File: config.mk
export PLATFORM = sky130hd
export DESIGN_NAME = dah_adapter
export DESIGN_NICKNAME = d
export VERILOG_FILES = /design/src/dah_pkg.sv /design/src/dah_stream_if.sv /design/src/dah_fifo.sv /design/src/dah_adapter.sv
export SDC_FILE = /design/constraint.sdc
export NUM_CORES = 1
export LEC_CHECK = 0
export BUFFER_PORTS_ARGS = -buffer_cell sky130_fd_sc_hd__buf_4
export CAP_MARGIN = 15
export CORE_MARGIN = 2
export CORE_UTILIZATION = 58
export DETAILED_ROUTE_END_ITERATION = 8
export PLACE_DENSITY = 0.87
export SYNTH_ARGS = -nofsm -noshare
export SYNTH_HDL_FRONTEND = slang
export SYNTH_SLANG_ARGS = --single-unit
File: constraint.sdc
create_clock -name clk -period 4.22 [get_ports clk]
set_clock_uncertainty 0.1 [all_clocks]
set_input_delay 0.633 -clock clk [delete_from_list [all_inputs] [get_ports clk]]
set_output_delay 0.633 -clock clk [all_outputs]
set_load 0.05 [all_outputs]
File: src/dah_pkg.sv
// shared constants and types of the diskette adapter host port
package dah_pkg;
    localparam int CLK_MHZ = 250;
    localparam logic [9:0] ADDR_DRIVE_CONTROL = 10'h3f2;
    localparam logic [9:0] ADDR_MAIN_STATUS = 10'h3f4;
    localparam logic [9:0] ADDR_DATA_PORT = 10'h3f5;
    localparam logic [7:0] DRIVE_CONTROL_RESET = 8'h00;
    localparam int DC_SEL_LSB = 0;
    localparam int DC_RESET_N = 2;
    localparam int DC_INT_DMA_EN = 3;
    localparam int DC_MOTOR_LSB = 4;
    localparam int MS_REQ_MASTER = 7;
    localparam int MS_DIR_READ = 6;
    localparam int MS_BUSY = 4;
    localparam logic [7:0] INVALID_RESULT = 8'h80;
    localparam logic [4:0] CMD_SENSE_DRIVE = 5'h04;
    localparam logic [31:0] VALID_CMD_MASK = 32'h220236fc;
    localparam logic [6:0] RECAL_STEP_LIMIT = 7'h4d;
    localparam logic [7:0] BAD_CYLINDER = 8'hff;
    localparam int OVERRUN_NS = 12000;
    localparam int OVERRUN_CYCLES = OVERRUN_NS * CLK_MHZ / 1000;
    localparam int FIFO_WIDTH = 8;
    localparam int FIFO_DEPTH = 8;
    localparam int PIN_COUNT = 11;
    // aen, iowN, iorN, dack2N, tc, chanReset, fault, wp, ready, trk0, twoSided
    localparam logic [PIN_COUNT-1:0] PIN_IDLE = 11'h38e;
    typedef enum logic [1:0] {
        TC_NORMAL = 2'b00,
        TC_FAILED = 2'b01,
        TC_INVALID = 2'b10,
        TC_READY_LOST = 2'b11
    } dah_term_t;
    typedef enum logic [1:0] {
        PH_IDLE = 2'b00,
        PH_CMD = 2'b01,
        PH_RESULT = 2'b11,
        PH_SPARE = 2'b10
    } dah_phase_t;
endpackage

File: src/dah_stream_if.sv
// byte stream carrier between adapter and its fifo
`timescale 1ns/100ps
interface dah_stream_if;
    logic [7:0] data;
    logic valid;
    logic ready;
    modport src (output data, output valid, input ready);
    modport snk (input data, input valid, output ready);
endinterface

File: src/dah_fifo.sv
// parameterised byte fifo with valid/ready on both sides
`timescale 1ns/100ps
module dah_fifo
    import dah_pkg::*;
#(
    parameter int WIDTH = FIFO_WIDTH,
    parameter int DEPTH = FIFO_DEPTH
)
(
    input wire logic clk,
    input wire logic rstn,
    dah_stream_if.snk inS,
    dah_stream_if.src outS
);
    localparam int AW = $clog2(DEPTH);
    logic [WIDTH-1:0] mem [DEPTH];
    logic [AW:0] wrPtr_reg;
    logic [AW:0] rdPtr_reg;
    logic full;
    logic empty;
    logic push;
    logic pop;

    assign full = (wrPtr_reg[AW] != rdPtr_reg[AW]) && (wrPtr_reg[AW-1:0] == rdPtr_reg[AW-1:0]);
    assign empty = (wrPtr_reg == rdPtr_reg);
    assign push = inS.valid && !full;
    assign pop = outS.ready && !empty;
    assign inS.ready = !full;
    assign outS.valid = !empty;
    assign outS.data = mem[rdPtr_reg[AW-1:0]];

    always_ff @(posedge clk)
    begin
        if (push)
        begin
            mem[wrPtr_reg[AW-1:0]] <= inS.data;
        end
    end

    always_ff @(posedge clk or negedge rstn)
    begin
        if (!rstn)
        begin
            wrPtr_reg <= '0;
            rdPtr_reg <= '0;
        end
        else
        begin
            if (push)
            begin
                wrPtr_reg <= wrPtr_reg + 1'b1;
            end
            if (pop)
            begin
                rdPtr_reg <= rdPtr_reg + 1'b1;
            end
        end
    end
endmodule // dah_fifo

File: src/dah_adapter.sv
// diskette adapter: i/o channel port, drive control, result status, dma
`timescale 1ns/100ps
// Behaviour
// - unknown command: no-op, single result 80
// - status0 bits 7:6 give termination code
// - status0 bit 5 on seek end
// - equipment check: fault or 77 steps
// - not ready: drive unready or absent side
// - status0 head bit and unit number
// - status1 bit 7 past last sector
// - unused status bits always zero
// - crc error sets status1 bit5, data status2
// - overrun when host misses byte deadline
// - status1 bit 2 sector not found
// - write protect during write sets bit1
// - missing id mark sets both bit0
// - deleted mark bit6, missing data mark bit0
// - wrong cylinder bit4, ff also bit1
// - scan equal hit bit3, unsatisfied bit2
// - status3 mirrors drive input lines in bits 7:3, head and unit in 2:0
// - drive control bits: select, reset, enable, motors
// - channel reset clears drive control
// - address ignored while address enable active
// - latch write at strobe end; drive read
// - dma acknowledge: drop request, data port, tc
// - dma request raised, dropped by ack/read
// - interrupt on completion, cleared by result read
// - terminal count with ack marks last byte
module dah_adapter
    import dah_pkg::*;
(
    input wire logic clk,
    input wire logic rstn,
    input wire logic [9:0] ioAddr,
    input wire logic [7:0] ioDataIn,
    output logic [7:0] ioDataOut,
    output logic ioDataOeN,
    input wire logic addrEnable,
    input wire logic ioWriteN,
    input wire logic ioReadN,
    input wire logic dmaAck2N,
    input wire logic termCount,
    input wire logic chanReset,
    output logic dmaReq2,
    output logic intReq6,
    output logic [1:0] driveSelect,
    output logic ctrlResetN,
    output logic intDmaEnable,
    output logic [3:0] motorEnable,
    input wire logic driveFault,
    input wire logic writeProtect,
    input wire logic driveReady,
    input wire logic trackZero,
    input wire logic twoSided,
    output logic [7:0] cmdByte,
    output logic cmdValid,
    input wire logic cmdReady,
    input wire logic engDone,
    input wire logic engReadyChanged,
    input wire logic engSeekEnd,
    input wire logic engRwCmd,
    input wire logic engWriteCmd,
    input wire logic engHead,
    input wire logic [1:0] engUnit,
    input wire logic engRecal,
    input wire logic engStep,
    input wire logic engEndCyl,
    input wire logic engIdCrcErr,
    input wire logic engDataCrcErr,
    input wire logic engNoData,
    input wire logic engIdMarkMiss,
    input wire logic engDeletedMark,
    input wire logic engDataMarkMiss,
    input wire logic engCylValid,
    input wire logic [7:0] engReqCyl,
    input wire logic [7:0] engMediumCyl,
    input wire logic engScanEqual,
    input wire logic engScanUnsat,
    input wire logic engXferReq,
    input wire logic [7:0] engReadByte,
    output logic engXferAck,
    output logic engLastXfer
);
    logic [PIN_COUNT-1:0] pinRaw;
    logic [PIN_COUNT-1:0] pinS1_reg;
    logic [PIN_COUNT-1:0] pinS2_reg;
    logic [PIN_COUNT-1:0] pinS3_reg;
    logic [PIN_COUNT-1:0] pin_reg;
    logic [PIN_COUNT-1:0] pinPrev_reg;
    logic aenS, iowActive, iorActive, dackActive, tcS, chanRstS;
    logic faultS, wpS, readyS, trk0S, twoSideS;
    logic iowEnd, iorEnd;
    logic [9:0] addrLat_reg;
    logic [7:0] dataLat_reg;
    logic selDc, selMs, selData;
    logic [7:0] driveCtl_reg;
    dah_phase_t phase_reg;
    logic [7:0] res_reg [4];
    logic [2:0] resCount_reg;
    logic [2:0] resIdx_reg;
    logic [7:0] st1Acc_reg;
    logic [7:0] st2Acc_reg;
    logic [7:0] st1Now, st2Now, st0, st3;
    logic ecAcc_reg;
    logic nrAcc_reg;
    logic [6:0] stepCount_reg;
    logic recalFail;
    logic [11:0] overrunCnt_reg;
    logic overrunHit;
    logic cylMismatch;
    logic dah_cmdValidCode;
    logic [4:0] cmdCode_reg;
    logic dataWrite, dataRead;
    logic [7:0] readValue;
    logic [7:0] mainStatus;
    logic fifoFull;

    dah_stream_if toFifo ();
    dah_stream_if fromFifo ();

    // pins from outside the clock domain: 3 flops, accepted when 2nd and 3rd agree
    assign pinRaw = {addrEnable, ioWriteN, ioReadN, dmaAck2N, termCount, chanReset,
                     driveFault, writeProtect, driveReady, trackZero, twoSided};
    genvar gi;
    generate
        for (gi = 0; gi < PIN_COUNT; gi++)
        begin : gSync
            always_ff @(posedge clk or negedge rstn)
            begin
                if (!rstn)
                begin
                    pinS1_reg[gi] <= PIN_IDLE[gi];
                    pinS2_reg[gi] <= PIN_IDLE[gi];
                    pinS3_reg[gi] <= PIN_IDLE[gi];
                    pin_reg[gi] <= PIN_IDLE[gi];
                    pinPrev_reg[gi] <= PIN_IDLE[gi];
                end
                else
                begin
                    pinS1_reg[gi] <= pinRaw[gi];
                    pinS2_reg[gi] <= pinS1_reg[gi];
                    pinS3_reg[gi] <= pinS2_reg[gi];
                    if (pinS2_reg[gi] == pinS3_reg[gi])
                    begin
                        pin_reg[gi] <= pinS3_reg[gi];
                    end
                    pinPrev_reg[gi] <= pin_reg[gi];
                end
            end
        end
    endgenerate

    assign aenS = pin_reg[10];
    assign iowActive = !pin_reg[9];
    assign iorActive = !pin_reg[8];
    assign dackActive = !pin_reg[7];
    assign tcS = pin_reg[6];
    assign chanRstS = pin_reg[5];
    assign faultS = pin_reg[4];
    assign wpS = pin_reg[3];
    assign readyS = pin_reg[2];
    assign trk0S = pin_reg[1];
    assign twoSideS = pin_reg[0];
    assign iowEnd = !pinPrev_reg[9] && pin_reg[9];
    assign iorEnd = !pinPrev_reg[8] && pin_reg[8];

    // address and data are stable for the whole strobe; keep the last strobed sample
    always_ff @(posedge clk or negedge rstn)
    begin
        if (!rstn)
        begin
            addrLat_reg <= '0;
            dataLat_reg <= '0;
        end
        else if (iowActive || iorActive)
        begin
            addrLat_reg <= ioAddr;
            dataLat_reg <= ioDataIn;
        end
    end

    assign selDc = !aenS && !dackActive && addrLat_reg == ADDR_DRIVE_CONTROL;
    assign selMs = !aenS && !dackActive && addrLat_reg == ADDR_MAIN_STATUS;
    assign selData = dackActive || (!aenS && addrLat_reg == ADDR_DATA_PORT);
    assign dataWrite = iowEnd && selData;
    assign dataRead = iorEnd && selData;

    // drive control register
    always_ff @(posedge clk or negedge rstn)
    begin
        if (!rstn)
            driveCtl_reg <= DRIVE_CONTROL_RESET;
        else if (chanRstS)
            driveCtl_reg <= DRIVE_CONTROL_RESET;
        else if (iowEnd && selDc)
            driveCtl_reg <= dataLat_reg;
    end

    assign driveSelect = driveCtl_reg[DC_SEL_LSB +: 2];
    assign ctrlResetN = driveCtl_reg[DC_RESET_N];
    assign intDmaEnable = driveCtl_reg[DC_INT_DMA_EN];
    assign motorEnable = driveCtl_reg[DC_MOTOR_LSB +: 4];

    // command bytes go to the engine through the fifo
    assign dah_cmdValidCode = VALID_CMD_MASK[dataLat_reg[4:0]];
    assign toFifo.data = dataLat_reg;
    assign toFifo.valid = dataWrite && !(phase_reg == PH_IDLE && !dah_cmdValidCode && !dackActive);
    assign fifoFull = !toFifo.ready;
    assign cmdByte = fromFifo.data;
    assign cmdValid = fromFifo.valid;
    assign fromFifo.ready = cmdReady;

    dah_fifo #(
        .WIDTH(FIFO_WIDTH),
        .DEPTH(FIFO_DEPTH)
    ) uFifo (
        .clk(clk),
        .rstn(rstn),
        .inS(toFifo),
        .outS(fromFifo)
    );

    // live status terms
    assign cylMismatch = engCylValid && engReqCyl != engMediumCyl;
    assign st1Now = {engEndCyl, 1'b0, engIdCrcErr | engDataCrcErr, 1'b0,
                     1'b0, engNoData, engWriteCmd & wpS, engIdMarkMiss};
    assign st2Now = {1'b0, engDeletedMark, engDataCrcErr, cylMismatch,
                     engScanEqual, engScanUnsat,
                     cylMismatch && engMediumCyl == BAD_CYLINDER,
                     engDataMarkMiss | engIdMarkMiss};
    assign recalFail = engRecal && !trk0S && stepCount_reg >= RECAL_STEP_LIMIT;
    assign overrunHit = overrunCnt_reg == 12'(OVERRUN_CYCLES);

    // sticky error accumulation across one command; a new command clears it
    always_ff @(posedge clk or negedge rstn)
    begin
        if (!rstn)
        begin
            st1Acc_reg <= '0;
            st2Acc_reg <= '0;
            ecAcc_reg <= 1'b0;
            nrAcc_reg <= 1'b0;
        end
        else if (phase_reg == PH_IDLE && dataWrite)
        begin
            st1Acc_reg <= '0;
            st2Acc_reg <= '0;
            ecAcc_reg <= 1'b0;
            nrAcc_reg <= 1'b0;
        end
        else if (phase_reg == PH_CMD)
        begin
            st1Acc_reg <= st1Acc_reg | st1Now | {3'b000, overrunHit, 4'h0};
            st2Acc_reg <= st2Acc_reg | st2Now;
            ecAcc_reg <= ecAcc_reg | faultS | recalFail;
            nrAcc_reg <= nrAcc_reg | (engRwCmd && (!readyS || (engHead && !twoSideS)));
        end
    end

    // recalibrate step counter
    always_ff @(posedge clk or negedge rstn)
    begin
        if (!rstn)
            stepCount_reg <= '0;
        else if (!engRecal || trk0S)
            stepCount_reg <= '0;
        else if (engStep && stepCount_reg < RECAL_STEP_LIMIT)
            stepCount_reg <= stepCount_reg + 7'h01;
    end

    // host service deadline for a pending byte
    always_ff @(posedge clk or negedge rstn)
    begin
        if (!rstn)
            overrunCnt_reg <= '0;
        else if (!engXferReq || engXferAck)
            overrunCnt_reg <= '0;
        else if (!overrunHit)
            overrunCnt_reg <= overrunCnt_reg + 12'h001;
    end

    assign st0 = {engReadyChanged ? TC_READY_LOST :
                  ((|(st1Acc_reg | st1Now | st2Acc_reg | st2Now)) || ecAcc_reg || nrAcc_reg)
                      ? TC_FAILED : TC_NORMAL,
                  engSeekEnd, ecAcc_reg | faultS | recalFail,
                  nrAcc_reg, engHead, engUnit};
    assign st3 = {faultS, wpS, readyS, trk0S, twoSideS, engHead, engUnit};

    // phase sequencing and result queue
    always_ff @(posedge clk or negedge rstn)
    begin
        if (!rstn)
        begin
            phase_reg <= PH_IDLE;
            resCount_reg <= '0;
            resIdx_reg <= '0;
            cmdCode_reg <= '0;
            for (int i = 0; i < 4; i++)
            begin
                res_reg[i] <= '0;
            end
        end
        else if (chanRstS || !ctrlResetN)
        begin
            phase_reg <= PH_IDLE; // reset aborts any command in flight
            resCount_reg <= '0;
            resIdx_reg <= '0;
        end
        else
        begin
            case (phase_reg)
                PH_IDLE:
                begin
                    if (dataWrite && !dackActive)
                    begin
                        cmdCode_reg <= dataLat_reg[4:0];
                        if (!dah_cmdValidCode)
                        begin
                            res_reg[0] <= INVALID_RESULT;
                            resCount_reg <= 3'd1;
                            resIdx_reg <= '0;
                            phase_reg <= PH_RESULT;
                        end
                        else
                        begin
                            phase_reg <= PH_CMD;
                        end
                    end
                end
                PH_CMD:
                begin
                    if (engDone)
                    begin
                        resIdx_reg <= '0;
                        phase_reg <= PH_RESULT;
                        if (cmdCode_reg == CMD_SENSE_DRIVE || (engRwCmd == 1'b0 && engSeekEnd))
                        begin
                            res_reg[0] <= engSeekEnd ? st0 : st3;
                            resCount_reg <= 3'd1;
                        end
                        else
                        begin
                            res_reg[0] <= st0;
                            res_reg[1] <= st1Acc_reg | st1Now | {3'b000, overrunHit, 4'h0};
                            res_reg[2] <= st2Acc_reg | st2Now;
                            res_reg[3] <= st3;
                            resCount_reg <= 3'd4;
                        end
                    end
                end
                PH_RESULT:
                begin
                    if (dataRead && !dackActive)
                    begin
                        resIdx_reg <= resIdx_reg + 3'd1;
                        if (resIdx_reg + 3'd1 >= resCount_reg)
                        begin
                            phase_reg <= PH_IDLE;
                        end
                    end
                end
                default:
                begin
                    phase_reg <= PH_IDLE;
                end
            endcase
        end
    end

    assign mainStatus = {!fifoFull || phase_reg == PH_RESULT, phase_reg == PH_RESULT, 1'b0,
                         phase_reg != PH_IDLE, 4'h0};

    always_comb
    begin
        readValue = 8'h00;
        if (dackActive)
        begin
            readValue = engReadByte;
        end
        else if (selMs)
        begin
            readValue = mainStatus;
        end
        else if (selData && phase_reg == PH_RESULT)
        begin
            readValue = res_reg[resIdx_reg[1:0]];
        end
    end

    // read drive: bus enable held for the whole read strobe, low while driving
    always_ff @(posedge clk or negedge rstn)
    begin
        if (!rstn)
        begin
            ioDataOut <= 8'h00;
            ioDataOeN <= 1'b1;
        end
        else
        begin
            ioDataOut <= readValue;
            ioDataOeN <= !(iorActive && (selData || selMs));
        end
    end

    // dma request and engine handshake
    always_ff @(posedge clk or negedge rstn)
    begin
        if (!rstn)
        begin
            dmaReq2 <= 1'b0;
            engXferAck <= 1'b0;
            engLastXfer <= 1'b0;
        end
        else
        begin
            engXferAck <= dackActive && (iorEnd || iowEnd);
            engLastXfer <= dackActive && tcS && (iorEnd || iowEnd);
            if (dackActive || dataRead || !intDmaEnable || chanRstS)
            begin
                dmaReq2 <= 1'b0;
            end
            else if (engXferReq && !fifoFull && !engXferAck)
            begin
                dmaReq2 <= 1'b1;
            end
        end
    end

    // interrupt: completion or terminal count under ack; set beats clear
    always_ff @(posedge clk or negedge rstn)
    begin
        if (!rstn)
        begin
            intReq6 <= 1'b0;
        end
        else if (!intDmaEnable || chanRstS)
        begin
            intReq6 <= 1'b0;
        end
        else if ((phase_reg == PH_CMD && engDone) || (phase_reg == PH_IDLE && toFifo.valid == 1'b0
                 && dataWrite) || (dackActive && tcS))
        begin
            intReq6 <= 1'b1;
        end
        else if (dataRead && !dackActive && phase_reg == PH_RESULT)
        begin
            intReq6 <= 1'b0;
        end
    end
endmodule // dah_adapter

== Yosys cells after proc, flatten, opt, wreduce, memory -nomap -nowiden ==
Memories as Yosys holds them, arrays and structs flattened.
Index checks and enable logic that the tools add are counted.

* Add/sub/neg operators: 5
* Order comparisons: 5
* Eq/ne operators: 32
* Multiplexer cells: 56
* Bitwise logic cells: 16
* Reduce and logical (&&, ||, !) cells: 91

{| class="wikitable"
|+ Operators with widths
! cell !! number
|-
| 2-to-1 mux 8 bit || 15
|-
| logical AND 1 bit || 37
|-
| 2-to-1 mux 32 bit || 1
|-
| == test 10 bit, second input constant || 3
|-
| 2-to-1 mux 3 bit || 10
|-
| 2-to-1 mux 12 bit || 2
|-
| 2-to-1 mux 24 bit || 1
|-
| logical NOT 1 bit || 19
|-
| logical OR 1 bit || 18
|-
| binary-select mux 8 bit (select 2 bit) || 1
|-
| OR 8 x 7 -> 8 bit || 2
|-
| OR 8 bit || 2
|-
| case mux 8 bit (2 select lines) || 1
|-
| 2-to-1 mux 2 bit || 7
|-
| 2-to-1 mux 7 bit || 2
|-
| 2-to-1 mux 1 bit || 13
|-
| adder 12 x 1 -> 12 bit, second input constant || 1
|-
| == test 12 bit, second input constant || 1
|-
| AND reduction 4 bit || 3
|-
| nonzero test 2 bit || 6
|-
| == test 1 bit || 11
|-
| AND reduction 5 bit || 2
|-
| inequality test 3 x 1 -> 1 bit, second input constant || 3
|-
| case mux 3 bit (3 select lines) || 1
|-
| 31 further kinds || 43
|}

* Bits in registers: 175
* RAM bits: 64
* ROM bits: 32
* Input bits: 77
* Word-level logic and storage cells: 278
* Memories kept: 2

{| class="wikitable"
|+ Memory list
! memory !! depth !! bits a word !! read ports !! clocked after memory_dff !! wr ports !! line !! RTL
|-
| uFifo.mem || 8 || 8 || 1 || 0 || 1 || dah_fifo.sv:16 || <nowiki>logic [WIDTH-1:0] mem [DEPTH];</nowiki>
|-
| (no name shown) || 32 || 1 || 1 || 0 || 0 || dah_adapter.sv:205 || <nowiki>assign dah_cmdValidCode = VALID_CMD_MASK[dataLat_reg[4:0]];</nowiki>
|}

== Logic depth before layout (Yosys ltp) ==
Gate-level depths: netlist of run 1.

* Word-level depth: 14
* Mapped depth: 8
* Gate-level depth less buffers: 7

== By module ==
Synthesis of run 1 repeated with hierarchy kept, for this count alone.

* Cells, all modules: 723
* Area total of the unflattened synthesis: 9819.4 µm²

{| class="wikitable"
|+ Modules (own cells, without submodules)
! module !! times used !! cells an instance !! area each (µm²)
|-
| dah_adapter || 1 || 571 || 6810.3
|-
| dah_fifo || 1 || 152 || 3009.1
|}

== Least setup slack after synthesis of run 1 ==
Ideal clock, no wire load.

* Path kind: register -> register
* Start: register dataLat_reg[1]
* End: memory uFifo.mem[4][0] (netlist bit) (enable)
* Data arrival time: 2436 ps
* Data required time: 3725 ps
* Setup slack: 1289 ps
* Stages on the path, launching flop included: 7
* Path through: dfrtp_1 inv_1 ha_1 nor4b_1 o41ai_2 a21oi_2 nor4bb_1

* Word-level cells in the longest chain between the ends: 10

{| class="wikitable"
|+ Ends and longest elaborated chain
! element !! line !! RTL
|-
| start: declaration || dah_adapter.sv:94 || <nowiki>logic [7:0] dataLat_reg;</nowiki>
|-
| start signal: assignment || dah_adapter.sv:178 || <nowiki>dataLat_reg <= ioDataIn;</nowiki>
|-
| memory read (32 x 1 bit) || - ||
|-
| 2-to-1 mux 1 bit (implied by the code) || dah_adapter.sv:205 ||
|-
| logical NOT 1 bit || - ||
|-
| logical AND 1 bit (2 in a row) || dah_adapter.sv:207 || <nowiki>assign toFifo.valid = dataWrite && !(phase_reg == PH_IDLE && !dah_cmdValidCode && !dackActive);</nowiki>
|-
| logical NOT 1 bit || dah_adapter.sv:207 ||
|-
| logical AND 1 bit || dah_adapter.sv:207 ||
|-
| logical AND 1 bit || dah_fifo.sv:26 || <nowiki>assign push = inS.valid && !full;</nowiki>
|-
| 2-to-1 mux 1 bit || dah_fifo.sv:34 || <nowiki>if (push)</nowiki>
|-
| 2-to-1 mux 1 bit (implied by the code) || dah_fifo.sv:36 || <nowiki>mem[wrPtr_reg[AW-1:0]] <= inS.data;</nowiki>
|-
| end: declaration || dah_fifo.sv:16 ||
|}

No other way between the ends. The select of a mux whose other input is x is not followed.

== Worst setup path after layout of run 1 ==
* Start: register uFifo.rdPtr_reg[0]
* End: output port cmdByte[5]

* Word-level cells in the longest chain between the ends: 1

{| class="wikitable"
|+ Ends and longest elaborated chain
! element !! line !! RTL
|-
| start: declaration || dah_fifo.sv:18 || <nowiki>logic [AW:0] rdPtr_reg;</nowiki>
|-
| start signal: assignment || dah_fifo.sv:55 || <nowiki>rdPtr_reg <= rdPtr_reg + 1'b1;</nowiki>
|-
| memory read (8 x 8 bit) || - ||
|-
| end: declaration || dah_adapter.sv:55 || <nowiki>output logic [7:0] cmdByte,</nowiki>
|}

No other way between the ends.

==> reports/results.txt, run 1 <==
EDFF count, synth: 64
cell mode on critical path: buf_4
Min-Delay Path Class: in2async
Largest register FFs: 64
CTS Buffer Depth: 3
RSZ-0062 raised after global routing: no
GRT Overall Usage: 0.2453
Post CTS Setup Buffer Count: 0
post-route DRC violation count: 0
area of the multi-input gates: 3366 µm²
Synth area leader: dfrtp_1
number of DRC markers in iteration 0: 432
Ant. Diodes: 0
Avg WL per Cell: 19.65 µm
Clk Tree Root Cell: clkbuf_16
internal power: 0.004197 W
Max Freq: 0.3148 GHz
worst-path maximum fanout: 15
syn_area_per_cell: 13.56 µm²
Initial Util: 0.5894
Final Hold Vio Count: 0
Setup crit end kind: output pin
CTS Sinks: 232
Avg Vias per Cell: 5.921
leading post-synthesis cells by cell area: dfrtp_1, edfxtp_1, dfstp_2, mux2_2, mux4_2
die width: 133.6 µm
Hold Buf Count CTS: 0
slew margin rel.: 0.2970
floorplan row count: 47
CP startpoint: uFifo.rdPtr_reg[0]$_DFFE_PN0P_
CTS tree: built
Final setup viols: 0
routed via count: 6306
Comb pwr share: 0.190
Final Cell Area: 11520 µm²
R2R Path Start: uFifo.rdPtr_reg[1]$_DFFE_PN0P_
post-route setup TNS: 0 ps
commonest non-fill, non-tap cell in the layout: dfrtp_1
placed cell count: 1024
largest net degree at the start of global routing: 97
Worst-path clk slew: 60 ps
Ports: 107
Max Slew Vio Count: 0
period utilization: 0.7528
Worst path max stage delay: 560 ps
Data required, critical path: 3490 ps
post-route non-filler standard cell count: 1065
final WL: 20930 µm
port bufs: 106
Power Density: 504.4 nW/µm²
most frequent cells in the layout: dfrtp_1, buf_4, nor2_1, edfxtp_1, mux2_2
Die Y: 133.6 µm
share of layout cells above drive strength 1: 0.2994
cts bufs inserted: 23
Syn Inst Count: 718
Synth Cell Area: 9739 µm²
Switching Share: 0.2778
Post-DRT Antenna Nets: 0
register area share after synthesis: 0.6325
routability cong.: 0.8699
metal1 wirelength: 8107 µm
LEAKAGE: 4.922 nW
Worst Setup Path Type: reg2out
Post-DP HPWL: 13980 µm
full die area: 17850 µm²
CP arrival: 2440 ps
post-synthesis cell type count: 64
metal2 WL: 10930 µm
highest routing layer actually used: met4
H-Tree Depth: 1
Syn. warnings: 0
Clk pwr share: 0.348
vias in the first global route: 6510
fraction of registers with async set/reset: 0.7241
Worst-Margin Slew: 1055 ps
initial antenna violation count: 0
Skew-Pair Late Insertion Delay: 500 ps
crit path launch type: flip-flop
Synth top area share: 0.3623
Register Area: 6160 µm²
Crit-path slowest cell: mux4_2
DRT Pass-1 Iters: 4
fillers: 1080
maximum vdd drop: 332.8 µV
crit path time final: 3177 ps
placed inst area: 10770 µm²
Synth Register Bits: 232
Max Cap Violations: 0
Area Growth Syn to Fin: 18.29%
Top FF cell, synth: dfrtp_1
critical path cell sequence: buf_4, mux4_2, mux2_2, buf_4
grt ovf: 0
Switch Pwr: 0.001614 W
Synth Net Count: 808
met3 routed WL: 1256 µm
post-CTS sizing: 0
register share of total power: 0.462
core box area: 16520 µm²
first-pass GRT wire length: 34510 µm
outcome: finished, final reports clean
Final #Nets: 919
-- power by group through the flow --
stage / sequential (W) / combinational, W / clock [W]
CTS: 0.00268 / 0.00111 / 0.00206
floorplan: 0.00261 / 0.000844 / 0
finish: 0.00269 / 0.00110 / 0.00202
detailed placement: 0.00272 / 0.00109 / 0
global placement: 0.00271 / 0.00106 / 0
global route: 0.00271 / 0.00117 / 0.00216
-- layout make-up --
class | instances | area share
flip-flops and latches | 232 | 0.5346
clock inverters | 10 | 0.01043
repair buffers | 115 | 0.07526
multi-input cells | 431 | 0.2921
clock buffers | 31 | 0.05517
well taps | 220 | 0.02389
inverters | 26 | 0.008471
-- worst max-delay path: cells and delay by family (launching register included) --
kind	cells	cell delay, ps
buffers and inverters	2	550
muxes	2	840
DFF	1	540
-- synthesized netlist by cell type, types with 11 or more instances --
master and number:
xor2_1 24, mux2i_1 13, nand3_1 12, nor2_1 64
o21ai_0 28, edfxtp_1 64, inv_1 26, nand4_1 12
dfrtp_1 141, mux4_2 21, a21oi_1 29, dfstp_2 27
clkbuf_1 18, nand2_1 36, mux2_2 46, ha_1 13
maj3_1 11
-- path summary, 6_finish.rpt --
| path | end | slack [ps] | depth (start not counted) |
|---|---|---|---|
| max | cmdByte[5] | 1040 | 4 |
| min | pinS2_reg[6]$_DFF_PN0_ | 110 | 1 |
| max reg2reg | uFifo.mem[4][4]$_DFFE_PP_ | 1240 | 6 |
| min reg2reg | pinS2_reg[10]$_DFF_PN0_ | 250 | 0 |
| max in group asynchronous | wpS$_DFFE_PN1N_ | 2950 | 2 |
| min in group clk | pinS1_reg[1]$_DFF_PN1_ | 140 | 1 |
-- per-layer routing --
layer,GRT usage,up-vias
met5,0,-
met4,0.07624,0
met3,0.03539,50
met2,0.4264,268
met1,0.3230,3138
li1,-,2850
-- per-stage QoR --
step	util	hold WS [ps]	power [W]	setup slack [ps]
2_1_floorplan	-	231.2	0.003452	1289
3_3_place_gp	0.6515	232.7	0.003770	1403
3_5_place_dp	0.6515	234.7	0.003808	1327
4_1_cts	0.6972	127.6	0.005851	1009
5_1_grt	0.6972	125.2	0.006040	935.0
6_report	0.6972	113.0	0.005811	1043
-- logic make-up after synthesis --
| logic type | Yosys count | synth area share |
|---|---|---|
| and+or+nand+nor | 196 | 0.1093 |
| muxes | 80 | 0.1151 |
| xor gates and xnor gates | 31 | 0.02788 |
| buffers and inverters | 55 | 0.02197 |
| DFF | 232 | 0.6325 |
| AOI/OAI and AO/OA | 100 | 0.06526 |
| adders and majority gates | 24 | 0.02801 |
Power figures use the tool's default switching activity.
==> run 2: changes to the inputs <==
--- a/config.mk
+++ b/config.mk
@@ -8,9 +8,9 @@
 export BUFFER_PORTS_ARGS = -buffer_cell sky130_fd_sc_hd__buf_4
 export CAP_MARGIN = 15
 export CORE_MARGIN = 2
-export CORE_UTILIZATION = 58
+export CORE_UTILIZATION = 53
 export DETAILED_ROUTE_END_ITERATION = 8
-export PLACE_DENSITY = 0.87
+export PLACE_DENSITY = 0.84
 export SYNTH_ARGS = -nofsm -noshare
 export SYNTH_HDL_FRONTEND = slang
 export SYNTH_SLANG_ARGS = --single-unit
==> constraint.sdc (replaced) <==
create_clock -name clk -period 2.9 [get_ports clk]
set_clock_uncertainty 0.1 [all_clocks]
set_input_delay 0.435 -clock clk [delete_from_list [all_inputs] [get_ports clk]]
set_output_delay 0.435 -clock clk [all_outputs]
set_load 0.05 [all_outputs]
==> reports/results.txt, run 2 (synthesized netlist as in run 1, its figures left out) <==
Switch Pwr: 0.002424 W
Clk Tree Root Cell: clkbuf_16
Hold Path Sink: ioDataOut[5]$_DFF_PN0_
R2R setup slack: 290 ps
GRT Overall Usage: 0.2215
Data required, critical path: 2370 ps
Avg Vias per Cell: 5.752
commonest non-fill, non-tap cell in the layout: dfrtp_1
Ant. Diodes: 0
Post-DP HPWL: 14160 µm
post-route setup TNS: 0 ps
crit path launch type: flip-flop
Ports: 107
routability cong.: 0.8667
most frequent cells in the layout: dfrtp_1, buf_4, nor2_1, edfxtp_1, mux2_2
largest net degree at the start of global routing: 83
Initial Util: 0.5403
Worst-Margin Slew: 805.9 ps
core box area: 18020 µm²
final total power: 0.008851 W
maximum vdd drop: 851.8 µV
period utilization: 0.9561
worst-path maximum fanout: 20
cts bufs inserted: 24
R2R Path Start: pin_reg[9]$_DFFE_PN1N_
initial antenna violation count: 0
Post-DRT Antenna Nets: 0
Min-Delay Path Class: in2reg
RR Endpoint: res_reg[24]$_DFFE_PN0P_
CP startpoint: uFifo.rdPtr_reg[0]$_DFFE_PN0P_
port bufs: 106
post-CTS sizing: 0
full die area: 19480 µm²
die width: 139.6 µm
Reg2Reg Depth: 5
post-route DRC violation count: 0
Switching Share: 0.2738
CTS Buffer Depth: 3
Post CTS Setup Buffer Count: 0
Worst-path clk slew: 60 ps
hold wc startpoint: engReadByte[5]
Avg WL per Cell: 19.16 µm
Clk pwr share: 0.371
crit path time final: 2773 ps
DRT Pass-1 Iters: 5
LEAKAGE: 5.115 nW
H-Tree Depth: 1
Comb pwr share: 0.199
Hold Buf Count CTS: 12
Area Growth Syn to Fin: 22.47%
internal power: 0.006427 W
slew margin rel.: 0.4614
first-pass GRT wire length: 34540 µm
CTS Sinks: 232
share of layout cells above drive strength 1: 0.3178
RSZ-0062 raised after global routing: no
CTS tree: built
Max Freq: 0.3607 GHz
Max Cap Violations: 0
CP arrival: 2240 ps
Final #Nets: 950
Hold Path Depth: 2
final WL: 21210 µm
routed via count: 6368
grt ovf: 0
Final Cell Area: 11930 µm²
Final Hold Vio Count: 0
placed inst area: 10940 µm²
outcome: finished, final reports clean
Power Density: 742.0 nW/µm²
Die Y: 139.6 µm
final worst-path setup slack: 127.3 ps
Skew-Pair Late Insertion Delay: 510 ps
register share of total power: 0.430
Final setup viols: 0
Largest register FFs: 64
Worst Setup Path Type: reg2out
Setup crit end kind: output pin
vias in the first global route: 6569
number of DRC markers in iteration 0: 465
dpl ws: 350.3 ps
floorplan row count: 49
Max Slew Vio Count: 0
## run 2: changes by cell type in the layout (fill, tap and decap cells not counted), sizes merged
cell / delta
buf: +18
dlygate4sd3: +12
clkbuf: +4
clkinv: -4
clkinvlp: +2
bufinv: +1
## run 2: worst max path at each step
stage,to,cells past startpoint
final,cmdByte[4],4
after global routing,cmdByte[3],4
after CTS,cmdByte[4],4
after detailed placement,res_reg[24]$_DFFE_PN0P_,5
after global placement,uFifo.mem[5][6]$_DFFE_PP_,6
after floorplan,uFifo.mem[4][0]$_DFFE_PP_,6
## run 2: per-layer routing
layer  part of all wire  global-route usage
met5                  0                   0
met4              0.029             0.07105
met3              0.058             0.03923
met2               0.52              0.3839
met1               0.39              0.2864
## run 2: through the flow
stage | std cells | utilization | hold slack (ps)
2_1_floorplan | 718 | - | 39.41
3_3_place_gp | 1051 | 0.6071 | 233.4
3_5_place_dp | 1051 | 0.6071 | 234.7
4_1_cts | 1107 | 0.6617 | 32.60
5_1_grt | 1107 | 0.6617 | 45.80
6_report | 1107 | 0.6617 | 40.99
## run 2: power groups by stage
stage / combinational, W / clock (W) / sequential (W)
global route: 0.00187 / 0.00347 / 0.00383
global placement: 0.00170 / 0 / 0.00385
finish: 0.00176 / 0.00329 / 0.00380
CTS: 0.00177 / 0.00334 / 0.00380
floorplan: 0.00123 / 0 / 0.00380
detailed placement: 0.00173 / 0 / 0.00386
## run 2: critical path: stages, from the launching register on
cell     delay (ps)
dfrtp_1         320
buf_4           340
mux4_2          600
mux2_2          280
buf_4           190
## run 2: final cells by class
type | instances | area, µm²
flip-flops and latches | 232 | 6160
fillers | 1274 | 6097
multi-input cells | 431 | 3372
repair buffers | 145 | 1147
clock buffers | 35 | 713.2
well taps | 229 | 286.5
clock inverters | 9 | 151.4
inverters | 26 | 97.59
